--- src/vfm_pkg.sv ---
package vfm_pkg;
  // Register indexes; byte address is four times the index
  localparam logic [7:0] IDX_PORT_DIS = 8'h20;
  localparam logic [7:0] IDX_MODE     = 8'h21;
  localparam logic [7:0] IDX_STS      = 8'h22;
  localparam logic [7:0] IDX_IRQ_STS  = 8'h30;
  localparam logic [7:0] IDX_IRQ_MSK  = 8'h31;
  localparam int         AW           = 12;

  localparam int BIT_P0_DIS   = 4;
  localparam int BIT_P1_DIS   = 5;
  localparam int BIT_RR       = 0;
  localparam int SYNC_LSB     = 2;
  localparam int BIT_AS_AVAIL = 6;
  localparam int BIT_REPL     = 7;
  localparam int BIT_SYNC_STS = 0;
  localparam int BIT_SYNC_FL  = 2;
  localparam int IRQ_FAIL     = 0;
  localparam int IRQ_LOCK     = 1;

  localparam logic [7:0] RST_PORT_DIS = 8'h30;
  localparam logic [7:0] RST_MODE     = 8'h01;
  localparam logic [7:0] WM_PORT_DIS  = 8'hF0;
  localparam logic [7:0] WM_MODE      = 8'hCF;
  localparam logic [1:0] IRQ_WM       = 2'h3;

  localparam int CLK_PERIOD_NS   = 4;
  localparam int SYNC_TIMEOUT_NS = 1000;
  localparam int SYNC_TIMEOUT_CYC = SYNC_TIMEOUT_NS / CLK_PERIOD_NS;

  typedef enum logic [1:0] {SYNC_OFF, SYNC_BASIC, SYNC_INTERLEAVE, SYNC_CONCAT} vfm_sync_t;
  typedef enum logic {ST_IDLE, ST_LINE} vfm_state_t;
endpackage : vfm_pkg

--- src/vfm_mux.sv ---
`timescale 1ns/1ps
module vfm_mux
  import vfm_pkg::*;
#(
  parameter int DW = 32
)(
  input  wire logic                pclk,
  input  wire logic                presetn,
  input  wire logic [vfm_pkg::AW-1:0] paddr,
  input  wire logic                psel,
  input  wire logic                penable,
  input  wire logic                pwrite,
  input  wire logic [31:0]         pwdata,
  output logic      [31:0]         prdata,
  output logic                     pready,
  output logic                     pslverr,
  output logic                     irq,
  input  wire logic [1:0]          rx_valid,
  input  wire logic [1:0][DW-1:0]  rx_data,
  input  wire logic [1:0]          rx_last,
  input  wire logic [1:0]          rx_long,
  output logic      [1:0]          rx_ready,
  output logic                     tx0_valid,
  output logic      [DW-1:0]       tx0_data,
  output logic                     tx0_last,
  output logic                     tx0_src,
  input  wire logic                tx0_ready,
  output logic                     tx1_valid,
  output logic      [DW-1:0]       tx1_data,
  output logic                     tx1_last,
  input  wire logic                tx1_ready
);
  import vfm_pkg::*;

  function automatic logic hit(input logic [AW-1:0] a, input logic [7:0] idx);
    hit = (a == {{(AW-10){1'b0}}, idx, 2'b00});
  endfunction : hit

  function automatic logic rr_pick(input logic [1:0] m, input logic last);
    rr_pick = m[~last] ? ~last : last;
  endfunction : rr_pick

  logic [7:0]  port_dis_ff;
  logic [7:0]  mode_ff;
  logic [1:0]  irq_sts_ff;
  logic [1:0]  irq_msk_ff;
  logic        sync_sts_ff;
  logic        sync_fail_ff;
  logic        seen_ff;
  logic        pready_ff;
  logic        pslverr_ff;
  logic [31:0] prdata_ff;
  logic        irq_ff;
  vfm_state_t  state_ff;
  logic        src_ff;
  logic        last_src_ff;
  logic [1:0]  pend_ff;
  logic        grp_ff;
  logic [1:0]  rdy_ff;
  logic [15:0] wait_cnt_ff;
  logic        tx0_valid_ff;
  logic        tx1_valid_ff;
  logic [DW-1:0] tx_data_ff;
  logic        tx_last_ff;
  logic        tx_src_ff;

  logic        acc;
  logic        done;
  logic        wr;
  logic        rd_sts;
  logic [1:0]  enabled;
  logic [1:0]  avail;
  logic        all_rdy;
  vfm_sync_t   smode;
  logic        rr_on;
  logic        as_avail;
  logic        repl;
  logic        pick;
  logic        pick_src;
  logic        pick_grp;
  logic [1:0]  pick_pend;
  logic        accept;
  logic        line_end;
  logic        grp_done;
  logic        sync_wait;
  logic        timeout;
  logic        fail_evt;
  logic        lock_evt;
  logic        drain;
  logic        line_nxt;
  logic        src_nxt;
  logic [31:0] rd_mux;
  logic        rd_hit;

  assign acc    = psel && penable;
  assign done   = acc && pready_ff;
  assign wr     = done && pwrite;
  assign rd_sts = done && !pwrite && hit(paddr, IDX_STS);

  assign enabled  = {~port_dis_ff[BIT_P1_DIS], ~port_dis_ff[BIT_P0_DIS]};
  assign avail    = rx_valid & enabled;
  assign all_rdy  = (enabled != 2'h0) && (avail == enabled);
  assign smode    = vfm_sync_t'(mode_ff[SYNC_LSB+1:SYNC_LSB]);
  assign rr_on    = mode_ff[BIT_RR];
  assign as_avail = mode_ff[BIT_AS_AVAIL] && (smode != SYNC_CONCAT);
  assign repl     = mode_ff[BIT_REPL];

  // Choice of the next line to forward while idle
  always_comb
  begin
    pick      = 1'b0;
    pick_src  = 1'b0;
    pick_grp  = 1'b0;
    pick_pend = 2'h0;
    if (pend_ff != 2'h0)
    begin
      pick      = 1'b1;
      pick_grp  = 1'b1;
      pick_src  = !pend_ff[0];
      pick_pend = pend_ff & ~(2'h1 << pick_src);
    end
    else if (smode != SYNC_OFF)
    begin
      if (all_rdy)
      begin
        pick      = 1'b1;
        pick_grp  = 1'b1;
        pick_src  = !enabled[0];
        pick_pend = enabled & ~(2'h1 << pick_src);
      end
      else if (as_avail && ((avail & rx_long) != 2'h0))
      begin
        pick     = 1'b1;
        pick_src = rr_pick(avail & rx_long, last_src_ff);
      end
    end
    else if (rr_on && (avail != 2'h0))
    begin
      pick     = 1'b1;
      pick_src = rr_pick(avail, last_src_ff);
    end
  end

  assign drain    = tx0_ready && (tx1_ready || !tx1_valid_ff);
  assign accept   = (state_ff == ST_LINE) && rx_valid[src_ff] && rdy_ff[src_ff];
  assign line_end = accept && rx_last[src_ff];
  assign grp_done = line_end && grp_ff && (pend_ff == 2'h0);
  assign line_nxt = (state_ff == ST_IDLE) ? pick : !line_end;
  assign src_nxt  = (state_ff == ST_IDLE) ? pick_src : src_ff;
  assign sync_wait = (smode != SYNC_OFF) && (state_ff == ST_IDLE) && !pick
                     && (avail != 2'h0);
  assign timeout  = sync_wait && (wait_cnt_ff == 16'(SYNC_TIMEOUT_CYC - 1));
  assign fail_evt = timeout && seen_ff;
  assign lock_evt = grp_done && !sync_sts_ff;

  always_ff @(posedge pclk or negedge presetn)
  begin
    if (!presetn)
    begin
      state_ff    <= ST_IDLE;
      src_ff      <= 1'b0;
      pend_ff     <= 2'h0;
      grp_ff      <= 1'b0;
      last_src_ff <= 1'b1;
    end
    else if (state_ff == ST_IDLE)
    begin
      if (pick)
      begin
        state_ff <= ST_LINE;
        src_ff   <= pick_src;
        pend_ff  <= pick_pend;
        grp_ff   <= pick_grp;
      end
    end
    else if (line_end)
    begin
      state_ff    <= ST_IDLE;
      last_src_ff <= src_ff;
    end
  end

  // One beat in flight: a port is ready only while the output slot frees up
  generate
    for (genvar i = 0; i < 2; i++)
    begin : g_rdy
      always_ff @(posedge pclk or negedge presetn)
      begin
        if (!presetn)
          rdy_ff[i] <= 1'b0;
        else
          rdy_ff[i] <= line_nxt && (src_nxt == i) && !accept && (!tx0_valid_ff || drain);
      end
    end
  endgenerate

  always_ff @(posedge pclk or negedge presetn)
  begin
    if (!presetn)
    begin
      tx0_valid_ff <= 1'b0;
      tx1_valid_ff <= 1'b0;
      tx_data_ff   <= '0;
      tx_last_ff   <= 1'b0;
      tx_src_ff    <= 1'b0;
    end
    else if (accept)
    begin
      tx0_valid_ff <= 1'b1;
      tx1_valid_ff <= repl;
      tx_data_ff   <= rx_data[src_ff];
      tx_last_ff   <= rx_last[src_ff] && !((smode == SYNC_CONCAT) && (pend_ff != 2'h0));
      tx_src_ff    <= src_ff;
    end
    else if (drain)
    begin
      tx0_valid_ff <= 1'b0;
      tx1_valid_ff <= 1'b0;
    end
  end

  always_ff @(posedge pclk or negedge presetn)
  begin
    if (!presetn)
      wait_cnt_ff <= '0;
    else if (!sync_wait || timeout)
      wait_cnt_ff <= '0;
    else
      wait_cnt_ff <= wait_cnt_ff + 16'h0001;
  end

  always_ff @(posedge pclk or negedge presetn)
  begin
    if (!presetn)
    begin
      sync_sts_ff <= 1'b0;
      seen_ff     <= 1'b0;
    end
    else if (smode == SYNC_OFF)
    begin
      sync_sts_ff <= 1'b0;
      seen_ff     <= 1'b0;
    end
    else if (grp_done)
    begin
      sync_sts_ff <= 1'b1;
      seen_ff     <= 1'b1;
    end
    else if (timeout)
      sync_sts_ff <= 1'b0;
  end

  always_ff @(posedge pclk or negedge presetn)
  begin
    if (!presetn)
      sync_fail_ff <= 1'b0;
    else if (fail_evt)
      sync_fail_ff <= 1'b1;
    else if (rd_sts)
      sync_fail_ff <= 1'b0;
  end

  always_ff @(posedge pclk or negedge presetn)
  begin
    if (!presetn)
    begin
      port_dis_ff <= RST_PORT_DIS;
      mode_ff     <= RST_MODE;
      irq_msk_ff  <= 2'h0;
    end
    else if (wr)
    begin
      if (hit(paddr, IDX_PORT_DIS))
        port_dis_ff <= pwdata[7:0] & WM_PORT_DIS;
      if (hit(paddr, IDX_MODE))
        mode_ff <= pwdata[7:0] & WM_MODE;
      if (hit(paddr, IDX_IRQ_MSK))
        irq_msk_ff <= pwdata[1:0];
    end
  end

  // Events win over a write-one clear in the same cycle
  always_ff @(posedge pclk or negedge presetn)
  begin
    if (!presetn)
      irq_sts_ff <= 2'h0;
    else
      irq_sts_ff <= (irq_sts_ff & ~((wr && hit(paddr, IDX_IRQ_STS)) ? pwdata[1:0] : 2'h0))
                    | {lock_evt, fail_evt};
  end

  always_ff @(posedge pclk or negedge presetn)
  begin
    if (!presetn)
      irq_ff <= 1'b0;
    else
      irq_ff <= |(irq_sts_ff & irq_msk_ff);
  end

  always_comb
  begin
    rd_mux = 32'h0;
    rd_hit = 1'b1;
    if (hit(paddr, IDX_PORT_DIS))
      rd_mux[7:0] = port_dis_ff;
    else if (hit(paddr, IDX_MODE))
      rd_mux[7:0] = mode_ff;
    else if (hit(paddr, IDX_STS))
    begin
      rd_mux[BIT_SYNC_STS] = sync_sts_ff;
      rd_mux[BIT_SYNC_FL]  = sync_fail_ff;
    end
    else if (hit(paddr, IDX_IRQ_STS))
      rd_mux[1:0] = irq_sts_ff;
    else if (hit(paddr, IDX_IRQ_MSK))
      rd_mux[1:0] = irq_msk_ff;
    else
      rd_hit = 1'b0;
  end

  always_ff @(posedge pclk or negedge presetn)
  begin
    if (!presetn)
    begin
      pready_ff  <= 1'b0;
      pslverr_ff <= 1'b0;
      prdata_ff  <= 32'h0;
    end
    else
    begin
      pready_ff  <= acc && !pready_ff;
      pslverr_ff <= acc && !pready_ff && !rd_hit;
      if (acc && !pready_ff && !pwrite)
        prdata_ff <= rd_mux;
    end
  end

  assign prdata    = prdata_ff;
  assign pready    = pready_ff;
  assign pslverr   = pslverr_ff;
  assign irq       = irq_ff;
  assign rx_ready  = rdy_ff;
  assign tx0_valid = tx0_valid_ff;
  assign tx0_data  = tx_data_ff;
  assign tx0_last  = tx_last_ff;
  assign tx0_src   = tx_src_ff;
  assign tx1_valid = tx1_valid_ff;
  assign tx1_data  = tx_data_ff;
  assign tx1_last  = tx_last_ff;
endmodule : vfm_mux

--- config.mk ---
export PLATFORM = sky130hd
export DESIGN_NAME = vfm_mux
export DESIGN_NICKNAME = d
export VERILOG_FILES = /design/src/vfm_pkg.sv /design/src/vfm_mux.sv
export SDC_FILE = /design/constraint.sdc
export NUM_CORES = 1
export LEC_CHECK = 0
export ABC_AREA = 1
export BUFFER_PORTS_ARGS = -buffer_cell sky130_fd_sc_hd__buf_2
export CORE_ASPECT_RATIO = 0.5
export CORE_MARGIN = 2
export CORE_UTILIZATION = 50
export CTS_BUF_LIST = sky130_fd_sc_hd__clkbuf_8
export CTS_CLUSTER_SIZE = 10
export DETAILED_ROUTE_END_ITERATION = 10
export PLACE_DENSITY = 0.82
export SLEW_MARGIN = 20
export SYNTH_ARGS = -nofsm -noshare
export SYNTH_HDL_FRONTEND = slang
export SYNTH_SLANG_ARGS = --single-unit
--- constraint.sdc ---
create_clock -name pclk -period 2.6 [get_ports pclk]
set_clock_uncertainty 0.1 [all_clocks]
set_input_delay 0.52 -clock pclk [delete_from_list [all_inputs] [get_ports pclk]]
set_output_delay 0.52 -clock pclk [all_outputs]
set_load 0.05 [all_outputs]
==> Word level (Yosys, flattened, before mapping) <==
Index checks and enable logic that the tools add are counted.
Widths: inputs -> output; s select.
{ "totals": {"ff_bits": 88, "input_bits": 121, "wordCells": 178} }
{ "op_classes": {"n_addsub": 1, "n_lt_le_gt_ge": 2, "n_eq_ne": 9, "n_shift": 2, "mux": 60, "bitwise": 15, "n_reduce_logical": 65} }
{ "op_table": {"columns": ["cell", "n"], "rows": [
  ["$mux 32", 2],
  ["$eq 12x8->1 const B", 5],
  ["$mux 1", 48],
  ["$logic_and 1x1->1", 33],
  ["$add 16x1->16 const B", 1],
  ["$eq 16x8->1 const B", 1],
  ["$mux 16", 1],
  ["$reduce_bool 2->1", 8],
  ["$and 2x2->2", 6],
  ["$logic_not 1->1", 12],
  ["$mux 2", 6],
  ["$reduce_and 2->1", 5],
  ["$mux 8", 1],
  ["$not 2->2", 3],
  ["$mux 5", 1],
  ["$not 1->1", 5],
  ["$logic_not 2->1", 2],
  ["$lt 1x2->1 const B", 2],
  ["$shl 1x1->2 const A", 2],
  ["$logic_or 1x1->1", 3],
  ["$mux 3", 1],
  ["$reduce_bool 3->1", 1],
  ["$eq 2x2->1", 1],
  ["$eq 2x2->1 const B", 1],
  ["other kinds (3)", 3]
]} }

==> Longest topological paths before layout <==
{ "logic_depth": {"ltp_word": 16, "depth_mapped": 10, "ltp_nobuf": 10} }

==> Worst setup path after synthesis <==
OpenSTA, ideal clock, no wires.
{ "synth_path": {"kind": "input port to flip-flop", "startpoint": "input port paddr[1] (netlist bit)", "endpoint": "register mode_ff[2]", "setup_ps": 125, "t_arrival_ps": 1484, "t_required_ps": 2375, "setup_slack_ps": 891, "cell_stages": 5, "cell_sequence": "nor2_1 -> nand3_1 -> nor3_2 -> nand2_1 -> mux2_2"} }
{ "synth_via": {"elab_chain_cells": 2} }
{ "synth_lines": {"columns": ["element", "line", "rtl"], "rows": [
  ["start: declaration", "vfm_mux.sv:9", "input wire logic [vfm_pkg::AW-1:0] paddr,"],
  ["$eq 12x8->1", "vfm_mux.sv:36", "hit = (a == {{(AW-10){1'b0}}, idx, 2'b00});"],
  ["$reduce_and 2->1 (no line)", null, null],
  ["end signal: assignment", "vfm_mux.sv:276", "mode_ff <= pwdata[7:0] & WM_MODE;"],
  ["end: declaration", "vfm_mux.sv:44", "logic [7:0] mode_ff;"]
]} }
No other way between the ends.
A chain may end at the register's enable or synchronous reset.

==> Final worst setup path <==
{ "layout_path": {"startpoint": "register state_ff", "endpoint": "register tx_data_ff[13] (netlist: tx0_data[13])"} }
{ "layout_via": {"elab_chain_cells": 2} }
{ "layout_lines": {"columns": ["element", "line", "rtl"], "rows": [
  ["start: declaration", "vfm_mux.sv:54", "vfm_state_t state_ff;"],
  ["start signal: assignment", "vfm_mux.sv:160", "state_ff <= ST_IDLE;"],
  ["start signal: assignment", "vfm_mux.sv:170", "state_ff <= ST_LINE;"],
  ["start signal: assignment", "vfm_mux.sv:178", "state_ff <= ST_IDLE;"],
  ["$logic_and 1x1->1 (2 in series)", "vfm_mux.sv:145", "assign accept = (state_ff == ST_LINE) && rx_valid[src_ff] && rdy_ff[src_ff];"],
  ["end signal: assignment", "vfm_mux.sv:211", "tx_data_ff <= rx_data[src_ff];"],
  ["end: declaration", "vfm_mux.sv:63", "logic [DW-1:0] tx_data_ff;"]
]} }
No other way between the ends.

==> flow_summary.toml <==
[logic_synthesis]
yosysWarnings = 0
synth_cell_type_count = 40
syn_avg_cell_area_um2 = 8.248
synth-seq-area-share_pct = 47.33
syn_inst = 559
synth_seq_cells = 87
synth_area_um2 = 4611

[floorplan]
io_pins = 227
fp.dieH_um = 71.90
die-area_um2 = 10050
start_util_pct = 52.23
coreArea_um2 = 8828
die_x_um = 139.8
rows = 24

[worst_hold_path]
hp-class = "primary input to async pin"

[final_layout]
most-common-layout-cells = "buf_2, nand2_1, dfrtp_1"
fin_nets = 827
diodes = 0
final_util_pct = 61.86
layout.area.seq_um2 = 2182
n_fill_cell = 793
multiInputGateArea_um2 = 1826
final_common_cell = "buf_2"
syn2layout_area_growth_pct = 18.45
drive_gt1_share_pct = 31.92

[timing]
hold_viol = 3
period_share_pct = 73.19
final-max-slew-violation-count = 0
max_freq_ghz = 0.5255
setup_tns_ns = 0
finalSetupViolCount = 0
fin_crit_ns = 1.903
rsz0062_at_grt = "false"
hold_slack_ns = -0.001367
setup_slack_ns = 0.6970

[power]
power.density_nw_per_um2 = 1065
ir_drop_v = 0.001176
finalPower_uw = 5816
p_leak_uw = 0.002839

[outcome]
outcome = "complete, but fails checks"
violations = "negative hold slack"

[clock_tree]
clockRootBuffer = "clkbuf_8"
numCtsBuffers = 9
hold_buffers = 0
cts_buffer_depth = 2
clk_pin_slew_worst_paths_ns = 0.08
htreeDepth = 3
cts.sink_count = 87
post_cts_resize_count = 0
cts_tree = "done"
post_cts_buffers = 0
insertion_delay_ns = 0.36

[global_routing]
track_usage_pct = 22.70
antenna_found_initial = 0
grt.overflow.total = 0
grt_pass1_vias = 4004
grt_max_degree = 55
grt_pass1_wl_um = 18310

[place]
dp_hpwl_um = 8233
io_buffers = 178
routabilityCongestion = 0.8599
place_ws_ns = 0.4647

[detailed_routing]
dr.pass1.iters = 5
antenna_left = 0
drtIter0Drc = 274
routedWlPerCell_um = 13.43
num_vias = 4168
wl_um = 11080
drc = 0
via_per_inst = 5.052

[critical_path]
worstReg2RegStart = "state_ff$_DFF_PN0_"
worstSetupStartpoint = "state_ff$_DFF_PN0_"
required_ns = 2.77
worstSetupPathType = "register to register"
critPathCaptureType = "register"
crit_path_start_kind = "register"
cp_max_fo = 39
critPathArrivalTime_ns = 2.07

[run]
cap_violations = 0
==> logic make-up (layout without fill, tap and decap cells) <==
group / count (synthesis) / in the layout / synth area share, %
AO/OA/AOI/OAI: 77 / 77 / 9.878
adder cells (fa/ha/maj): 2 / 2 / 0.5427
AND/OR/NAND/NOR: 263 / 263 / 25.02
XOR/XNOR: 9 / 9 / 1.710
buffers and inverters: 118 / 244 / 14.95
flip-flops: 87 / 87 / 47.33
multiplexers: 2 / 2 / 0.4884
other: 1 / 24 / 0.08133
==> registers in the layout, indices dropped and copies added (netlist names), 2 cells and up <==
signal,cells
port_dis_ff,4
rx_ready,2
irq_msk_ff,2
mode_ff,6
wait_cnt_ff,16
irq_sts_ff,2
tx0_data,32
prdata,8
==> cells in the mapped netlist, drive strengths merged <==
| master | n | share of area [%] |
|---|---|---|
| buf | 66 | 11 |
| mux2 | 2 | 0.49 |
| nor2 | 71 | 6.5 |
| nand4 | 11 | 1.5 |
| nor3 | 12 | 1.7 |
| o211ai | 2 | 0.33 |
| o21ai | 23 | 2.5 |
| a21boi | 1 | 0.16 |
| ha | 2 | 0.54 |
| nand3 | 21 | 2.4 |
| a22o | 2 | 0.38 |
| inv | 45 | 3.7 |
| nand2 | 141 | 12 |
| clkinv | 1 | 0.081 |
| o31ai | 1 | 0.16 |
| or2 | 2 | 0.27 |
| o22ai | 1 | 0.14 |
| xnor2 | 3 | 0.57 |
| dfrtp | 83 | 45 |
| a211oi | 1 | 0.16 |
| conb | 1 | 0.081 |
| clkbuf | 6 | 0.49 |
| and2 | 1 | 0.19 |
| a31oi | 36 | 4.9 |
| xor2 | 6 | 1.1 |
| nor4 | 1 | 0.14 |
| a21oi | 10 | 1.2 |
| nand3b | 3 | 0.76 |
| dfstp | 4 | 2.3 |
==> routing by layer <==
| metal | wire length [um] | GRT usage, % | vias up | part of all wire (%) |
|---|---|---|---|---|
| li1 | - | - | 2027 | - |
| met1 | 4656 | 27.95 | 1984 | 42 |
| met2 | 5631 | 40.00 | 141 | 51 |
| met3 | 673 | 6.007 | 16 | 6.1 |
| met4 | 119 | 7.222 | 0 | 1.1 |
| met5 | 0 | 0 | - | 0 |
==> final timing paths <==
| check | slack, ns | depth (start not counted) | to |
|---|---|---|---|
| worst max-delay path | 0.70 | 6 | tx0_data[13]$_DFFE_PN0N_ |
| worst min-delay path | -0.001 | 1 | pslverr$_DFF_PN0_ |
| worst max register to register | 0.70 | 6 | tx0_data[13]$_DFFE_PN0N_ |
| worst min register to register | 0.37 | 2 | tx0_src$_DFFE_PN0N_ |
| max in group asynchronous | 1.71 | 2 | port_dis_ff[4]$_DFFE_PN1P_ |
| min in group pclk | 0.29 | 2 | mode_ff[3]$_DFFE_PN0P_ |
==> power breakdown <==
group          internal, uW  switching [uW]  total [uW]
clock network           428             465         893
registers              1640             228        1870
logic                   606            2450        3050
==> critical path, stage by stage, from the launching register on <==
cell and delay, ns:
dfrtp_1 0.50, nand4_1 0.16, and2_4 0.21, inv_2 0.33, buf_12 0.25, nor2_1 0.06, a31oi_1 0.18
==> final cells by class <==
class / count / share of cell area (%)
inverters: 46 / 3.162
multi-input cells: 377 / 33.42
clock inverters: 6 / 1.008
well taps: 117 / 2.680
flip-flops and latches: 87 / 39.95
clock buffers: 9 / 2.268
repair buffers: 183 / 17.50
==> metrics by stage <==
| step | area, um^2 | instances |
|---|---|---|
| 2_1_floorplan | 4697 | 582 |
| 3_3_place_gp | 5283 | 810 |
| 3_5_place_dp | 5283 | 810 |
| 4_1_cts | 5461 | 825 |
| 5_1_grt | 5461 | 825 |
| 6_report | 5461 | 825 |
Power figures use the tool's default switching activity.
